$ cat src/vft_pkg.sv
// constants, register map and field layout for the video fault trigger block
package vft_pkg;
	localparam int NUM_INPUTS    = 2;
	localparam int NUM_COND      = 24;
	localparam int DUR_W         = 8;
	localparam int PER_CLASS     = 4;
	// condition lanes
	localparam int C_LOSS        = 0;
	localparam int C_FREEZE      = 1;
	localparam int C_BLACK       = 2;
	localparam int C_INVALID     = 3;
	localparam int C_GLOSS       = 4;
	localparam int C_OVER        = 8;
	localparam int C_SIL         = 12;
	localparam int C_PHASE       = 16;
	localparam int C_MONO        = 20;
	// register byte addresses
	localparam logic [7:0] A_CTRL    = 8'h00;
	localparam logic [7:0] A_CMD     = 8'h04;
	localparam logic [7:0] A_STAT    = 8'h08;
	localparam logic [7:0] A_IRQ_ST  = 8'h0c;
	localparam logic [7:0] A_IRQ_MSK = 8'h10;
	localparam logic [7:0] A_IN_BASE = 8'h20;
	localparam logic [7:0] A_IN_STEP = 8'h10;
	localparam logic [3:0] O_SETUP   = 4'h0;
	localparam logic [3:0] O_HOLD    = 4'h4;
	localparam logic [3:0] O_THRA    = 4'h8;
	localparam logic [3:0] O_THRB    = 4'hc;
	// control register fields
	localparam int SMODE_LSB     = 0;
	localparam int GENLOCK_SOURCE_SELECT_LSB      = 2;
	localparam int MONITOR_ROUTE_SELECT_LSB      = 4;
	localparam int CONTROL_SYSTEM_SELECT_BIT      = 6;
	localparam int GPI_CLR_BIT   = 7;
	localparam int SWITCH_LINE_SELECT_LSB      = 8;
	localparam int CTRL_USED     = 16;
	localparam logic [1:0] SMODE_AUTO = 2'h1;
	localparam logic [31:0] CTRL_RESET = 32'h0000_0000;
	// command bits
	localparam int CMD_CLEAR_BIT  = 0;
	localparam int CMD_RETURN_BIT = 1;
	// setup register
	localparam int COMBINE_AND_BIT = 24;
	localparam int FAULT_MODE_BIT  = 25;
	localparam logic [31:0] SETUP_RESET = 32'h0200_0001;
	// hold register
	localparam logic [7:0] HOLD_RESET  = 8'h1e;
	localparam logic [7:0] HOLD_UNTIL  = 8'h00;
	localparam logic [7:0] HOLD_MAX    = 8'hfe;
	// status bits
	localparam int STAT_ROUTE_BIT = 2;
	localparam int STAT_MENU_BIT  = 3;
	localparam int STAT_MONSW_BIT = 4;
	// release time
	localparam int RELEASE_TIME_MS = 1000;
	localparam int FRAME_RATE_HZ   = 30;
	localparam int REL_CALC        = RELEASE_TIME_MS * FRAME_RATE_HZ / 1000;
	localparam logic [7:0] REL_FRAMES = (REL_CALC < 1) ? 8'h01 : 8'(REL_CALC);
	localparam logic [31:0] THRA_RESET = 32'h0101_0101;
	localparam logic [31:0] THRB_RESET = {8'h00, REL_FRAMES, 16'h0101};
	typedef enum logic {MENU_MONITOR, MENU_SETUP} vft_menu_t;
endpackage : vft_pkg

$ cat src/vft_hold.sv
// fault hold: until clear or for a frame count
`timescale 1ns/100ps
module vft_hold (
	// clock and reset
	input  wire logic       clk_sys,
	input  wire logic       rst,
	input  wire logic       ce,
	input  wire logic       frame_tick,
	// control
	input  wire logic       fault_mode_en,
	input  wire logic       combined,
	input  wire logic [7:0] hold_time,
	input  wire logic       clear,
	// result
	output logic            fault_out
);
	logic       active_d_reg;
	logic       held_reg;
	logic [7:0] timer_reg;
	logic       rise;
	logic       until_clear;

	assign rise        = combined & ~active_d_reg;
	assign until_clear = (hold_time == vft_pkg::HOLD_UNTIL);

	always_ff @(posedge clk_sys) begin
		if (rst) begin
			active_d_reg <= 1'b0;
		end else if (ce) begin
			active_d_reg <= combined;
		end
	end

	// a new fault in the clear cycle still sets the hold
	always_ff @(posedge clk_sys) begin
		if (rst) begin
			held_reg  <= 1'b0;
			timer_reg <= '0;
		end else if (ce) begin
			if (rise) begin
				held_reg  <= 1'b1;
				timer_reg <= (hold_time > vft_pkg::HOLD_MAX) ? vft_pkg::HOLD_MAX : hold_time;
			end else if (clear) begin
				held_reg <= 1'b0;
			end else if (frame_tick && held_reg && !until_clear && !combined) begin
				if (timer_reg <= 8'h01) begin
					held_reg <= 1'b0;
				end
				timer_reg <= (timer_reg == 8'h00) ? 8'h00 : timer_reg - 8'h01;
			end
		end
	end

	always_ff @(posedge clk_sys) begin
		if (rst) begin
			fault_out <= 1'b0;
		end else if (ce) begin
			fault_out <= fault_mode_en & (combined | held_reg);
		end
	end
endmodule : vft_hold

$ cat src/vft_qualify.sv
// duration qualifier with release delay for one fault condition
`timescale 1ns/100ps
module vft_qualify #(
	parameter int DUR_W = 8
) (
	// clock and reset
	input  wire logic             clk_sys,
	input  wire logic             rst,
	input  wire logic             ce,
	input  wire logic             frame_tick,
	// condition
	input  wire logic             cond_raw,
	input  wire logic [DUR_W-1:0] dur,
	input  wire logic [DUR_W-1:0] release_frames,
	output logic                  cond_q
);
	if (DUR_W < 1) begin : g_bad_width
		$error("DUR_W must be positive");
	end

	logic [DUR_W-1:0] cnt_reg;
	logic [DUR_W:0]   cnt_inc;
	logic [DUR_W-1:0] limit;

	assign cnt_inc = {1'b0, cnt_reg} + {{DUR_W{1'b0}}, 1'b1};
	assign limit   = cond_q ? release_frames : dur;

	// a zero limit acts as one frame
	always_ff @(posedge clk_sys) begin
		if (rst) begin
			cond_q  <= 1'b0;
			cnt_reg <= '0;
		end else if (ce) begin
			if (cond_raw == cond_q) begin
				cnt_reg <= '0;
			end else if (frame_tick) begin
				if (cnt_inc >= {1'b0, limit}) begin
					cond_q  <= cond_raw;
					cnt_reg <= '0;
				end else begin
					cnt_reg <= cnt_inc[DUR_W-1:0];
				end
			end
		end
	end
endmodule : vft_qualify

$ cat src/vft_top.sv
// two-input fault trigger logic with settings registers and auto switching
// Functional notes
// - two independent fault outputs, one per input, each with its own settings
// - audio conditions trigger only after staying active their programmed duration
// - trigger releases within a release time, default one second, configurable
// - in auto switch mode the fault outputs steer router input selection
// - fault held until user clear, or 1 to 254 frames, default 30
// - fault shown while condition active and fault mode enabled
// - held fault cleared by clear input, clear menu command, or toggle outside menu
// - enabled conditions combined by OR or AND, OR by default
// - each condition has an enable; only video loss enabled after reset
// - video loss is instant; video invalid has its own duration
// - conditions: video loss/freeze/black/invalid, group loss 1-4, over/silence/phase/mono 1-4 each
// - menu return command leaves setup and goes back to monitoring
// - settings held: switch mode, switch line, genlock, monitor route, control system
// - setup menu only with monitor switch off; otherwise monitoring display
`timescale 1ns/100ps
module vft_top (
	// clock, reset, enable
	input  wire logic                          clk_sys,
	input  wire logic                          rst,
	input  wire logic                          ce,
	input  wire logic                          frame_tick,
	// register port
	input  wire logic [7:0]                    reg_addr,
	input  wire logic [31:0]                   reg_wdata,
	input  wire logic                          reg_wr,
	input  wire logic                          reg_rd,
	output logic      [31:0]                   reg_rdata,
	// raw detector conditions per input
	input  wire logic [vft_pkg::NUM_COND-1:0]  input1_cond,
	input  wire logic [vft_pkg::NUM_COND-1:0]  input2_cond,
	// card edge pins
	input  wire logic                          monitor_sw,
	input  wire logic                          push_btn,
	input  wire logic                          toggle_btn,
	input  wire logic                          gpi_in,
	// outputs
	output logic      [vft_pkg::NUM_INPUTS-1:0] fault_out,
	output logic                               route_sel,
	output logic                               menu_active,
	output logic                               irq
);
	localparam int NI = vft_pkg::NUM_INPUTS;
	localparam int NC = vft_pkg::NUM_COND;

	// the map serves exactly two inputs and a lane field below the combine bit
	if (NI != 2) begin : g_bad_inputs
		$error("fault trigger logic serves exactly two inputs");
	end
	if (vft_pkg::C_MONO + vft_pkg::PER_CLASS != NC) begin : g_bad_map
		$error("condition lanes do not fill the enable field");
	end
	if (NC > vft_pkg::COMBINE_AND_BIT) begin : g_bad_lanes
		$error("condition lanes overlap the combine bit");
	end
	// a default hold must be a frame count the timer can serve
	if (vft_pkg::HOLD_RESET > vft_pkg::HOLD_MAX) begin : g_bad_hold
		$error("default hold time out of range");
	end

	// register storage
	logic [31:0] ctrl_reg;
	logic [31:0] setup_reg [NI];
	logic [7:0]  hold_reg  [NI];
	logic [31:0] thra_reg  [NI];
	logic [31:0] thrb_reg  [NI];
	logic [NI-1:0] irq_st_reg;
	logic [NI-1:0] irq_msk_reg;
	logic [NC-1:0] cond_raw [NI];
	logic [NC-1:0] cond_q   [NI];
	logic [NI-1:0] combined;
	logic [NI-1:0] fault_hold_out;
	logic [NI-1:0] fault_d_reg;
	logic [NI-1:0] fault_rise;
	logic          clear_pulse;
	logic          cmd_clear;
	logic          cmd_return;
	vft_pkg::vft_menu_t menu_state_reg;

	assign cond_raw[0] = input1_cond;
	assign cond_raw[1] = input2_cond;

	// input block decode: true when the address hits that register of one input
	function automatic logic in_hit(input logic [7:0] a, input int idx, input logic [3:0] off);
		logic [7:0] base;
		base = vft_pkg::A_IN_BASE + 8'(idx) * vft_pkg::A_IN_STEP;
		return a == (base + {4'h0, off});
	endfunction : in_hit

	// write decode shared by the control, command and interrupt registers
	function automatic logic wr_hit(input logic wr, input logic [7:0] a, input logic [7:0] target);
		return wr && (a == target);
	endfunction : wr_hit

	// duration field serving one condition lane
	function automatic logic [7:0] lane_dur(input int lane, input logic [31:0] ta,
			input logic [31:0] tb);
		logic [7:0] d;
		d = 8'h01;
		if (lane == vft_pkg::C_INVALID) d = tb[15:8];
		else if (lane >= vft_pkg::C_MONO) d = tb[7:0];
		else if (lane >= vft_pkg::C_PHASE) d = ta[31:24];
		else if (lane >= vft_pkg::C_SIL) d = ta[23:16];
		else if (lane >= vft_pkg::C_OVER) d = ta[15:8];
		else if (lane >= vft_pkg::C_GLOSS) d = ta[7:0];
		return d;
	endfunction : lane_dur

	// pin synchronisers; the second stage is read, and the third only for edge detection
	logic [3:0] pin_s1_reg;
	logic [3:0] pin_s2_reg;
	logic [3:0] pin_s3_reg;
	logic       mon_sw_s;
	logic       push_rise;
	logic       toggle_rise;
	logic       gpi_rise;

	always_ff @(posedge clk_sys) begin
		if (rst) begin
			pin_s1_reg <= '0;
			pin_s2_reg <= '0;
			pin_s3_reg <= '0;
		end else if (ce) begin
			pin_s1_reg <= {gpi_in, toggle_btn, push_btn, monitor_sw};
			pin_s2_reg <= pin_s1_reg;
			pin_s3_reg <= pin_s2_reg;
		end
	end

	assign mon_sw_s    = pin_s2_reg[0];
	assign push_rise   = pin_s2_reg[1] & ~pin_s3_reg[1];
	assign toggle_rise = pin_s2_reg[2] & ~pin_s3_reg[2];
	assign gpi_rise    = pin_s2_reg[3] & ~pin_s3_reg[3];

	// command strobes
	assign cmd_clear  = wr_hit(reg_wr, reg_addr, vft_pkg::A_CMD)
		&& reg_wdata[vft_pkg::CMD_CLEAR_BIT];
	assign cmd_return = wr_hit(reg_wr, reg_addr, vft_pkg::A_CMD)
		&& reg_wdata[vft_pkg::CMD_RETURN_BIT];

	// any of the three clear sources
	assign clear_pulse = cmd_clear
		| (gpi_rise & ctrl_reg[vft_pkg::GPI_CLR_BIT])
		| (toggle_rise & (menu_state_reg == vft_pkg::MENU_MONITOR));

	// settings registers
	always_ff @(posedge clk_sys) begin
		if (rst) begin
			ctrl_reg <= vft_pkg::CTRL_RESET;
		end else if (ce && wr_hit(reg_wr, reg_addr, vft_pkg::A_CTRL)) begin
			ctrl_reg <= {16'h0000, reg_wdata[vft_pkg::CTRL_USED-1:0]};
		end
	end

	always_ff @(posedge clk_sys) begin
		if (rst) begin
			irq_msk_reg <= '0;
		end else if (ce && wr_hit(reg_wr, reg_addr, vft_pkg::A_IRQ_MSK)) begin
			irq_msk_reg <= reg_wdata[NI-1:0];
		end
	end

	genvar gi;
	generate
		for (gi = 0; gi < NI; gi++) begin : g_in
			always_ff @(posedge clk_sys) begin
				if (rst) begin
					setup_reg[gi] <= vft_pkg::SETUP_RESET;
					hold_reg[gi]  <= vft_pkg::HOLD_RESET;
					thra_reg[gi]  <= vft_pkg::THRA_RESET;
					thrb_reg[gi]  <= vft_pkg::THRB_RESET;
				end else if (ce && reg_wr) begin
					if (in_hit(reg_addr, gi, vft_pkg::O_SETUP))
						setup_reg[gi] <= {6'h00, reg_wdata[vft_pkg::FAULT_MODE_BIT:0]};
					if (in_hit(reg_addr, gi, vft_pkg::O_HOLD))
						hold_reg[gi] <= reg_wdata[7:0];
					if (in_hit(reg_addr, gi, vft_pkg::O_THRA))
						thra_reg[gi] <= reg_wdata;
					if (in_hit(reg_addr, gi, vft_pkg::O_THRB))
						thrb_reg[gi] <= {8'h00, reg_wdata[23:0]};
				end
			end

			// per condition lane qualification
			genvar li;
			for (li = 0; li < NC; li++) begin : g_lane
				if (li < vft_pkg::C_INVALID) begin : g_inst
					// loss is instant; freeze and black come pre-qualified from detectors
					assign cond_q[gi][li] = cond_raw[gi][li];
				end else begin : g_qual
					vft_qualify #(
						.DUR_W(vft_pkg::DUR_W)
					) u_qual (
						.clk_sys        (clk_sys),
						.rst            (rst),
						.ce             (ce),
						.frame_tick     (frame_tick),
						.cond_raw       (cond_raw[gi][li]),
						.dur            (lane_dur(li, thra_reg[gi], thrb_reg[gi])),
						.release_frames (thrb_reg[gi][23:16]),
						.cond_q         (cond_q[gi][li])
					);
				end
			end

			// combine enabled conditions
			logic [NC-1:0] en;
			assign en = setup_reg[gi][NC-1:0];
			assign combined[gi] = setup_reg[gi][vft_pkg::COMBINE_AND_BIT]
				? ((|en) & (&(~en | cond_q[gi])))
				: (|(en & cond_q[gi]));

			vft_hold u_hold (
				.clk_sys       (clk_sys),
				.rst           (rst),
				.ce            (ce),
				.frame_tick    (frame_tick),
				.fault_mode_en (setup_reg[gi][vft_pkg::FAULT_MODE_BIT]),
				.combined      (combined[gi]),
				.hold_time     (hold_reg[gi]),
				.clear         (clear_pulse),
				.fault_out     (fault_hold_out[gi])
			);
		end
	endgenerate

	assign fault_out = fault_hold_out;

	// interrupt status: set beats write-one clear
	always_ff @(posedge clk_sys) begin
		if (rst) begin
			fault_d_reg <= '0;
		end else if (ce) begin
			fault_d_reg <= fault_hold_out;
		end
	end

	assign fault_rise = fault_hold_out & ~fault_d_reg;

	always_ff @(posedge clk_sys) begin
		if (rst) begin
			irq_st_reg <= '0;
		end else if (ce) begin
			if (wr_hit(reg_wr, reg_addr, vft_pkg::A_IRQ_ST))
				irq_st_reg <= (irq_st_reg & ~reg_wdata[NI-1:0]) | fault_rise;
			else
				irq_st_reg <= irq_st_reg | fault_rise;
		end
	end

	always_ff @(posedge clk_sys) begin
		if (rst) begin
			irq <= 1'b0;
		end else if (ce) begin
			irq <= |(irq_st_reg & irq_msk_reg);
		end
	end

	// display menu state
	always_ff @(posedge clk_sys) begin
		if (rst) begin
			menu_state_reg <= vft_pkg::MENU_MONITOR;
		end else if (ce) begin
			case (menu_state_reg)
				vft_pkg::MENU_MONITOR: begin
					if (!mon_sw_s && push_rise)
						menu_state_reg <= vft_pkg::MENU_SETUP;
				end
				vft_pkg::MENU_SETUP: begin
					if (mon_sw_s)
						menu_state_reg <= vft_pkg::MENU_MONITOR;
					else if (cmd_return)
						menu_state_reg <= vft_pkg::MENU_MONITOR;
				end
				default: menu_state_reg <= vft_pkg::MENU_MONITOR;
			endcase
		end
	end

	always_ff @(posedge clk_sys) begin
		if (rst) begin
			menu_active <= 1'b0;
		end else if (ce) begin
			menu_active <= (menu_state_reg == vft_pkg::MENU_SETUP);
		end
	end

	// router input selection; auto leaves a faulted input only for a clean one
	logic auto_mode;
	assign auto_mode = ctrl_reg[vft_pkg::SMODE_LSB +: 2] == vft_pkg::SMODE_AUTO;

	always_ff @(posedge clk_sys) begin
		if (rst) begin
			route_sel <= 1'b0;
		end else if (ce) begin
			if (auto_mode) begin
				if (!route_sel && fault_hold_out[0] && !fault_hold_out[1])
					route_sel <= 1'b1;
				else if (route_sel && fault_hold_out[1] && !fault_hold_out[0])
					route_sel <= 1'b0;
			end else if (mon_sw_s && push_rise) begin
				route_sel <= ~route_sel;
			end
		end
	end

	// status word built apart so the read mux stays a plain decode
	logic [31:0] status_word;
	always_comb begin
		status_word                          = 32'h0000_0000;
		status_word[NI-1:0]                  = fault_hold_out;
		status_word[vft_pkg::STAT_ROUTE_BIT] = route_sel;
		status_word[vft_pkg::STAT_MENU_BIT]  = menu_active;
		status_word[vft_pkg::STAT_MONSW_BIT] = mon_sw_s;
	end

	// read port: data valid the cycle after the strobe
	logic [31:0] rd_mux;
	always_comb begin
		rd_mux = 32'h0000_0000;
		case (reg_addr)
			vft_pkg::A_CTRL:    rd_mux = ctrl_reg;
			vft_pkg::A_STAT:    rd_mux = status_word;
			vft_pkg::A_IRQ_ST:  rd_mux[NI-1:0] = irq_st_reg;
			vft_pkg::A_IRQ_MSK: rd_mux[NI-1:0] = irq_msk_reg;
			default:            rd_mux = 32'h0000_0000;
		endcase
		for (int i = 0; i < NI; i++) begin
			if (in_hit(reg_addr, i, vft_pkg::O_SETUP)) rd_mux = setup_reg[i];
			if (in_hit(reg_addr, i, vft_pkg::O_HOLD)) rd_mux = {24'h000000, hold_reg[i]};
			if (in_hit(reg_addr, i, vft_pkg::O_THRA)) rd_mux = thra_reg[i];
			if (in_hit(reg_addr, i, vft_pkg::O_THRB)) rd_mux = thrb_reg[i];
		end
	end

	always_ff @(posedge clk_sys) begin
		if (rst) begin
			reg_rdata <= 32'h0000_0000;
		end else if (ce) begin
			reg_rdata <= reg_rd ? rd_mux : 32'h0000_0000;
		end
	end
endmodule : vft_top
$ cat config.mk
export PLATFORM = sky130hd
export DESIGN_NAME = vft_top
export DESIGN_NICKNAME = d
export VERILOG_FILES = /design/src/vft_pkg.sv /design/src/vft_hold.sv /design/src/vft_qualify.sv /design/src/vft_top.sv
export SDC_FILE = /design/constraint.sdc
export NUM_CORES = 2
export LEC_CHECK = 0
export ABC_CLOCK_PERIOD_IN_PS = 8400
export BUFFER_PORTS_ARGS = -buffer_cell sky130_fd_sc_hd__buf_4
export CORE_MARGIN = 8
export CORE_UTILIZATION = 34
export CTS_CLUSTER_SIZE = 8
export DETAILED_ROUTE_END_ITERATION = 10
export SLEW_MARGIN = 25
export SYNTH_ARGS = -nofsm -noshare
export SYNTH_HDL_FRONTEND = slang
export SYNTH_SLANG_ARGS = --single-unit
$ cat constraint.sdc
create_clock -name clk_sys -period 8.4 [get_ports clk_sys]
set_input_delay 2.52 -clock clk_sys [delete_from_list [all_inputs] [get_ports clk_sys]]
set_output_delay 2.52 -clock clk_sys [all_outputs]
set_load 0.02 [all_outputs]
After elaboration in Yosys (flattened, before gate mapping)
Memory sizes are Yosys's and may differ from the RTL's.
Cells that the tools add are included.
Widths: inputs -> output; s select.
Cells by class
  add/subtract/negate cells: 44
  multiplexer cells: 250
  magnitude comparators: 46
  equality and inequality tests: 58
  bitwise gates (word level): 85
  reduce and logical (&&, ||, !) cells: 179
Operators with widths (count)
  $mux 8: 180
  $add 8x1->9 const B: 42
  $ge 9x8->1: 42
  $mux 32: 11
  $reduce_and 4->1: 42
  $reduce_or 24->1: 4
  $reduce_bool 2->1: 45
  $reduce_and 2->1: 42
  $eq 8x6->1 const B: 8
  $mux 26: 2
  $mux 1: 51
  $not 1->1: 49
  $and 24x24->24: 2
  $mux 24: 2
  $not 24->24: 2
  $or 24x24->24: 2
  $reduce_and 24->1: 2
  $eq 1x1->1: 42
  $logic_not 8->1: 5
  $pmux 14 s2: 1
  $logic_and 1x1->1: 21
  $eq 8x4->1 const B: 2
  $gt 8x8->1 const B: 2
  $le 8x1->1 const B: 2
  other kinds (18): 59
Word-level totals
  register bits: 470
  input bits: 98
  output and inout bits: 37
  word-level logic and storage cells: 770
  memories kept: 4
  bits in writable memories: 180
Memories
  thra_reg: depth 2, bits a word 32, read ports 2, clocked after Yosys merged registers in 0, wr ports 2, RTL line vft_top.sv:66  | logic [31:0] thra_reg [NI];
  setup_reg: depth 2, bits a word 26, read ports 2, clocked after Yosys merged registers in 0, wr ports 2, RTL line vft_top.sv:64  | logic [31:0] setup_reg [NI];
  thrb_reg: depth 2, bits a word 24, read ports 2, clocked after Yosys merged registers in 0, wr ports 2, RTL line vft_top.sv:67  | logic [31:0] thrb_reg [NI];
  hold_reg: depth 2, bits a word 8, read ports 2, clocked after Yosys merged registers in 0, wr ports 2, RTL line vft_top.sv:65  | logic [7:0] hold_reg [NI];

Logic depth before layout (Yosys ltp)
  depth after elaboration: 11
  depth in mapped cells: 12
  depth with buffers taken out: 12

Hierarchy
From an unflattened synthesis, not the netlist that was laid out.
Unflattened totals
  cells, all modules: 4625
  area total of the unflattened synthesis: 45204.6 um^2
Modules (own cells, without submodules)
  vft_qualify (g_in[0].g_lane[23].g_qual.u_qual ...): area each 754.5 um^2, seq. area each 180.2 um^2, cells an instance 84, times used 21
  vft_qualify (g_in[0].g_lane[10].g_qual.u_qual ...): area each 748.2 um^2, seq. area each 180.2 um^2, cells an instance 75, times used 21
  vft_top: area each 11946.5 um^2, seq. area each 6786.5 um^2, cells an instance 1096, times used 1
  vft_hold: area each 850.8 um^2, seq. area each 220.2 um^2, cells an instance 95, times used 2

Worst setup path before layout
OpenSTA, ideal clock, no wires.
  path kind: in2reg
  start point: in reg_addr[1]
  end point: mem thra_reg[0][0] (enable)
  slack: 2.104 ns
  setup time: 0.470 ns
  path buffers: 2
  required time: 7.930 ns
  arrival: 5.826 ns
  cell stages on the path: 4
  cell sequence: buf_2 > or4b_1 > clkbuf_1 > o31ai_1
RTL lines
  start, declared: RTL line vft_top.sv:25  | input wire logic [7:0] reg_addr,
  end, declared: RTL line vft_top.sv:66

Final worst setup path
  start point: in ce
  end point: reg g_in[1].g_lane[23].g_qual.u_qual.cond_q
Between the ends
  longest elaborated chain between the ends: 1
Ends and longest elaborated chain
  start, declared: RTL line vft_top.sv:22  | input wire logic ce,
  $reduce_and 4->1 (no line)
  end signal, assigned: RTL line vft_qualify.sv:38  | cond_q <= cond_raw;
  end, declared: RTL line vft_qualify.sv:15  | output logic cond_q
No other way between the ends.
A chain may end at the register's enable or synchronous reset.

==> metrics.md <==
| Metric | Value |
|---|---|
| Fin. max-slew vios | `0` |
| Die area | `between 0.1 and 0.15 mm²` |
| Sequential power share | `44.8%` |
| Setup tns final | `0 ns` |
| Initial Util | `34.3%` |
| Largest family of logic cells by synthesized area | `simple AND/OR/NAND/NOR gates` |
| Mapped Cells | `4,832` |
| Area grow syn2layout | `12.0%` |
| Pwr/cell area | `roughly 160 mW/mm²` |
| Final setup vio count | `0` |
| Worst Setup End Kind | `flop` |
| Die height | `between 300 and 400 µm` |
| Max Buffers Root-to-Sink | `3` |
| IO Port Bufs | `134` |
| Initial DRC count | `3,622` |
| Clk_skew | `~0.040 ns` |
| Register area share after synthesis | `33.8%` |
| DRT Pass-1 Iters | `8` |
| CTS clk-pin slew, worst paths | `0.05 ns` |
| Critical Path Source | `ce` |
| # fillers | `12,800` |
| CP max FO | `between 40 and 50` |
| CTS tree | `yes` |
| Vias/cell | `5.83` |
| Post-synth EDFFs | `180` |
| Max H-tree Level | `3` |
| Io pins | `~140` |
| Switch share | `between 20% and 30%` |
| Tcrit/Tclk final | `60.8%` |
| Post-synth top area share | `21.5%` |
| CP max stage delay | `between 0.6 and 0.7 ns` |
| Critical Path Source Type | `input port` |
| R2R Path Start | `thrb_reg[1][20]$_SDFFCE_PN1P_` |
| Synth Area in Adders | `11.0%` |
| Largest cells by area after synthesis | `dfxtp_1 (21%), edfxtp_1 (12%), ha_1 (11%)` |
| CP endpoint | `g_in[1].g_lane[23].g_qual.u_qual.cond_q$_SDFFE_PP0P_` |
| DP Wirelength | `104 mm` |
| Sw power | `2070 µW` |
| Slew margin rel. | `27.6%` |
| Initial antenna violation count | `15` |
| Met2 Use GR | `about a third` |
| Final WL | `147 mm` |
| Internal | `roughly 5600 µW` |
| Synth Cell Area | `0.0437 mm²` |
| RR Endpoint | `g_in[1].g_lane[10].g_qual.u_qual.cnt_reg[4]$_SDFFE_PP0P_` |
| Min Clock Period, post-route | `5.11 ns` |
| Maximum vdd drop | `0.155 mV` |
| Die Span X | `375 µm` |
| Pwr Total | `7640 µW` |
| GRT met3 Usage | `~3.6%` |
| Arrival @ worst endpoint | `5.61 ns` |
| Post-CTS Setup Bufs | `0` |
| Post-Synth XOR/XNOR Area | `6.09%` |
| Status | `finished clean` |
| Synthesized Nets | `5,314` |
| P_leak | `0.0191 µW` |
| Worst Hold Class | `flop to flop` |
| Final Hold Slack | `0.464 ns` |
| Clock share of power | `45.5%` |
| Number of CTS-inserted buffers | `91` |
| Final std cells w/o fill | `6,607` |
| Slew at the pin with the worst max-slew slack | `roughly 1.1 ns` |
| Hold-fix buffers at CTS | `0` |
| Clock Latency Late Sink | `0.68 ns` |
| Post-CTS sizing | `0` |
| Yosys warns | `0` |
| Remaining global-route overflow | `0` |
| Synth area leader | `dfxtp_1` |
| Reg2reg path depth | `9` |
| Ratio of cells with drive above 1 in the final layout | `8.12%` |
| Number of global-route vias before repair | `36,700` |
| Netlist cell types | `80` |
| Wire per inst | `22.3 µm` |
| Max Fclk | `196 MHz` |
| Worst reg2reg setup slack | `around 4.8 ns` |
| Combinational Power Share | `9.7%` |
| Min-Delay Startpoint | `ctrl_reg[15]$_SDFFE_PP0P_` |
| RSZ-0062 raised after global routing | `no` |
| FF+latch count, synth | `649` |
| Mapped Avg Cell Area | `9.05 µm²` |
| # clock sinks | `649` |
| Most common flop cell mapped by yosys | `dfxtp_1` |
| Most frequent CP cell | `buf_4` |
| CP max stage cell | `buf_4` |
| DP Cell Count | `6,462` |
| Final Hold Fails | `0` |
| Worst Setup Path Type | `input port to flop` |
| Gr usage total | `20.0%` |
| Final Core Density | `38.4%` |
| Post-synthesis mux area share | `9.08%` |
| Routed Antenna Nets | `0` |
| RD Place Congestion | `approximately 0.94` |
| CP Cell Sequence | `buf_4, buf_4, buf_4, and2_2, buf_4, nand3_1, mux2i_1, nor2_1` |
| Simple-gate area share of the yosys netlist | `a little under a fifth` |
| Met1 global-route usage | `between 20 and 30%` |
| Synth Area in Compound Gates | `17.8%` |
| Global routing's busiest layer | `met2` |
| Largest net degree at the start of global routing | `92` |
| Core footprint | `0.128 mm²` |
| Hold Path Cell Cnt | `2` |
| Max reg flops | `336` |
| Root Buffer | `clkbuf_16` |
| First-pass GRT wire length | `223 mm` |
| # DRC | `0` |
| Post-synthesis async set-or-reset flop share | `0%` |
| Total number of vias | `between 30,000 and 40,000` |
| Final nets | `5,375` |
| Std cell rows | `131` |
| Max-cap viol count | `0` |
| Worst path required time | `slightly below 9 ns` |
[area by class of cell]
type | count | area [µm²] | area share (%)
antenna | 4 | 10.0 | 0.0204
clock buffer | 136 | 2510 | 5.12
clock inverter | 5 | 58.8 | 0.120
inverter | 115 | 434 | 0.886
multi-input combinational | 3851 | 27700 | 56.6
sequential | 649 | 14800 | 30.2
tap | 1662 | 2080 | 4.25
timing repair buffer | 185 | 1400 | 2.85
[power groups by stage]
stage / clock, µW / sequential, µW / combinational (µW)
2_1_floorplan: 0 / 3410 / 475
3_3_place_gp: 0 / 3480 / 714
3_5_place_dp: 0 / 3490 / 726
4_1_cts: 3540 / 3420 / 731
5_1_grt: 3650 / 3430 / 805
6_report: 3480 / 3430 / 741
[layout by cell type, fill, tap and decap left out, types with 62 or more instances in the layout]
| master | instances |
|---|---|
| dfxtp_1 | 469 |
| nand2_1 | 445 |
| ha_1 | 384 |
| nor2_1 | 356 |
| mux2i_1 | 348 |
| nand3_1 | 211 |
| xnor2_1 | 208 |
| buf_4 | 184 |
| edfxtp_1 | 180 |
| a21oi_1 | 177 |
| and2_1 | 168 |
| o21ai_0 | 158 |
| a21o_1 | 112 |
| inv_1 | 110 |
| xor2_1 | 96 |
| clkbuf_16 | 93 |
| a22o_1 | 92 |
| a32oi_1 | 88 |
| a22oi_1 | 84 |
| nor4_1 | 75 |
| nor3_1 | 74 |
| and3_1 | 66 |
| or3_1 | 62 |
[cell families (layout without fill, tap and decap cells)]
logic type / count (synthesis) / in the layout
buf+inv: 332 / 441
simple gates: 1681 / 1681
fa+ha+maj: 384 / 384
xor+xnor: 304 / 304
other cells: 0 / 4
flops: 649 / 649
mux: 391 / 391
compound gates: 1091 / 1091
[critical path, delay by kind of cell]
| family | cells | cell delay [ns] |
|---|---|---|
| buf+inv | 4 | 2.19 |
| simple gates | 3 | 0.52 |
| mux | 1 | 0.21 |
[worst min path at each step]
stage                                      endpoint  slack (ns)
final                     ctrl_reg[15]$_SDFFE_PP0P_        0.46
after global routing      ctrl_reg[12]$_SDFFE_PP0P_        0.48
after CTS                  ctrl_reg[5]$_SDFFE_PP0P_        0.46
after detailed placement   ctrl_reg[5]$_SDFFE_PP0P_        0.45
after global placement     ctrl_reg[8]$_SDFFE_PP0P_        0.44
after floorplan            ctrl_reg[6]$_SDFFE_PP0P_        0.44
[routing by layer]
metal | part of all wire (%) | vias to the layer above
met4 | 3.7 | 14
met5 | 0.061 | -
li1 | - | 18200
met3 | 8.3 | 326
met1 | 44 | 18600
met2 | 44 | 1475
[synth_stat cells (66+ instances only)]
master    number
inv_1        111
a22o_1        92
a22oi_1       84
dfxtp_1      469
edfxtp_1     180
xor2_1        96
and2_1       169
nor4_1        75
nor2_1       361
ha_1         384
and3_1        66
a21oi_1      177
nand3_1      211
o21ai_0      165
nor3_1        75
a32oi_1       88
mux2i_1      348
xnor2_1      208
clkbuf_1     144
nand2_1      446
a21o_1       112
[metrics by stage]
| step | cell area [µm²] | worst slack, ns |
|---|---|---|
| 2_1_floorplan | 43700 | 2.10 |
| 3_3_place_gp | 46400 | 2.77 |
| 3_5_place_dp | 46400 | 2.69 |
| 4_1_cts | 49000 | 3.39 |
| 5_1_grt | 49000 | 3.26 |
| 6_report | 49000 | 3.29 |
(Power assumes the default switching activity.)
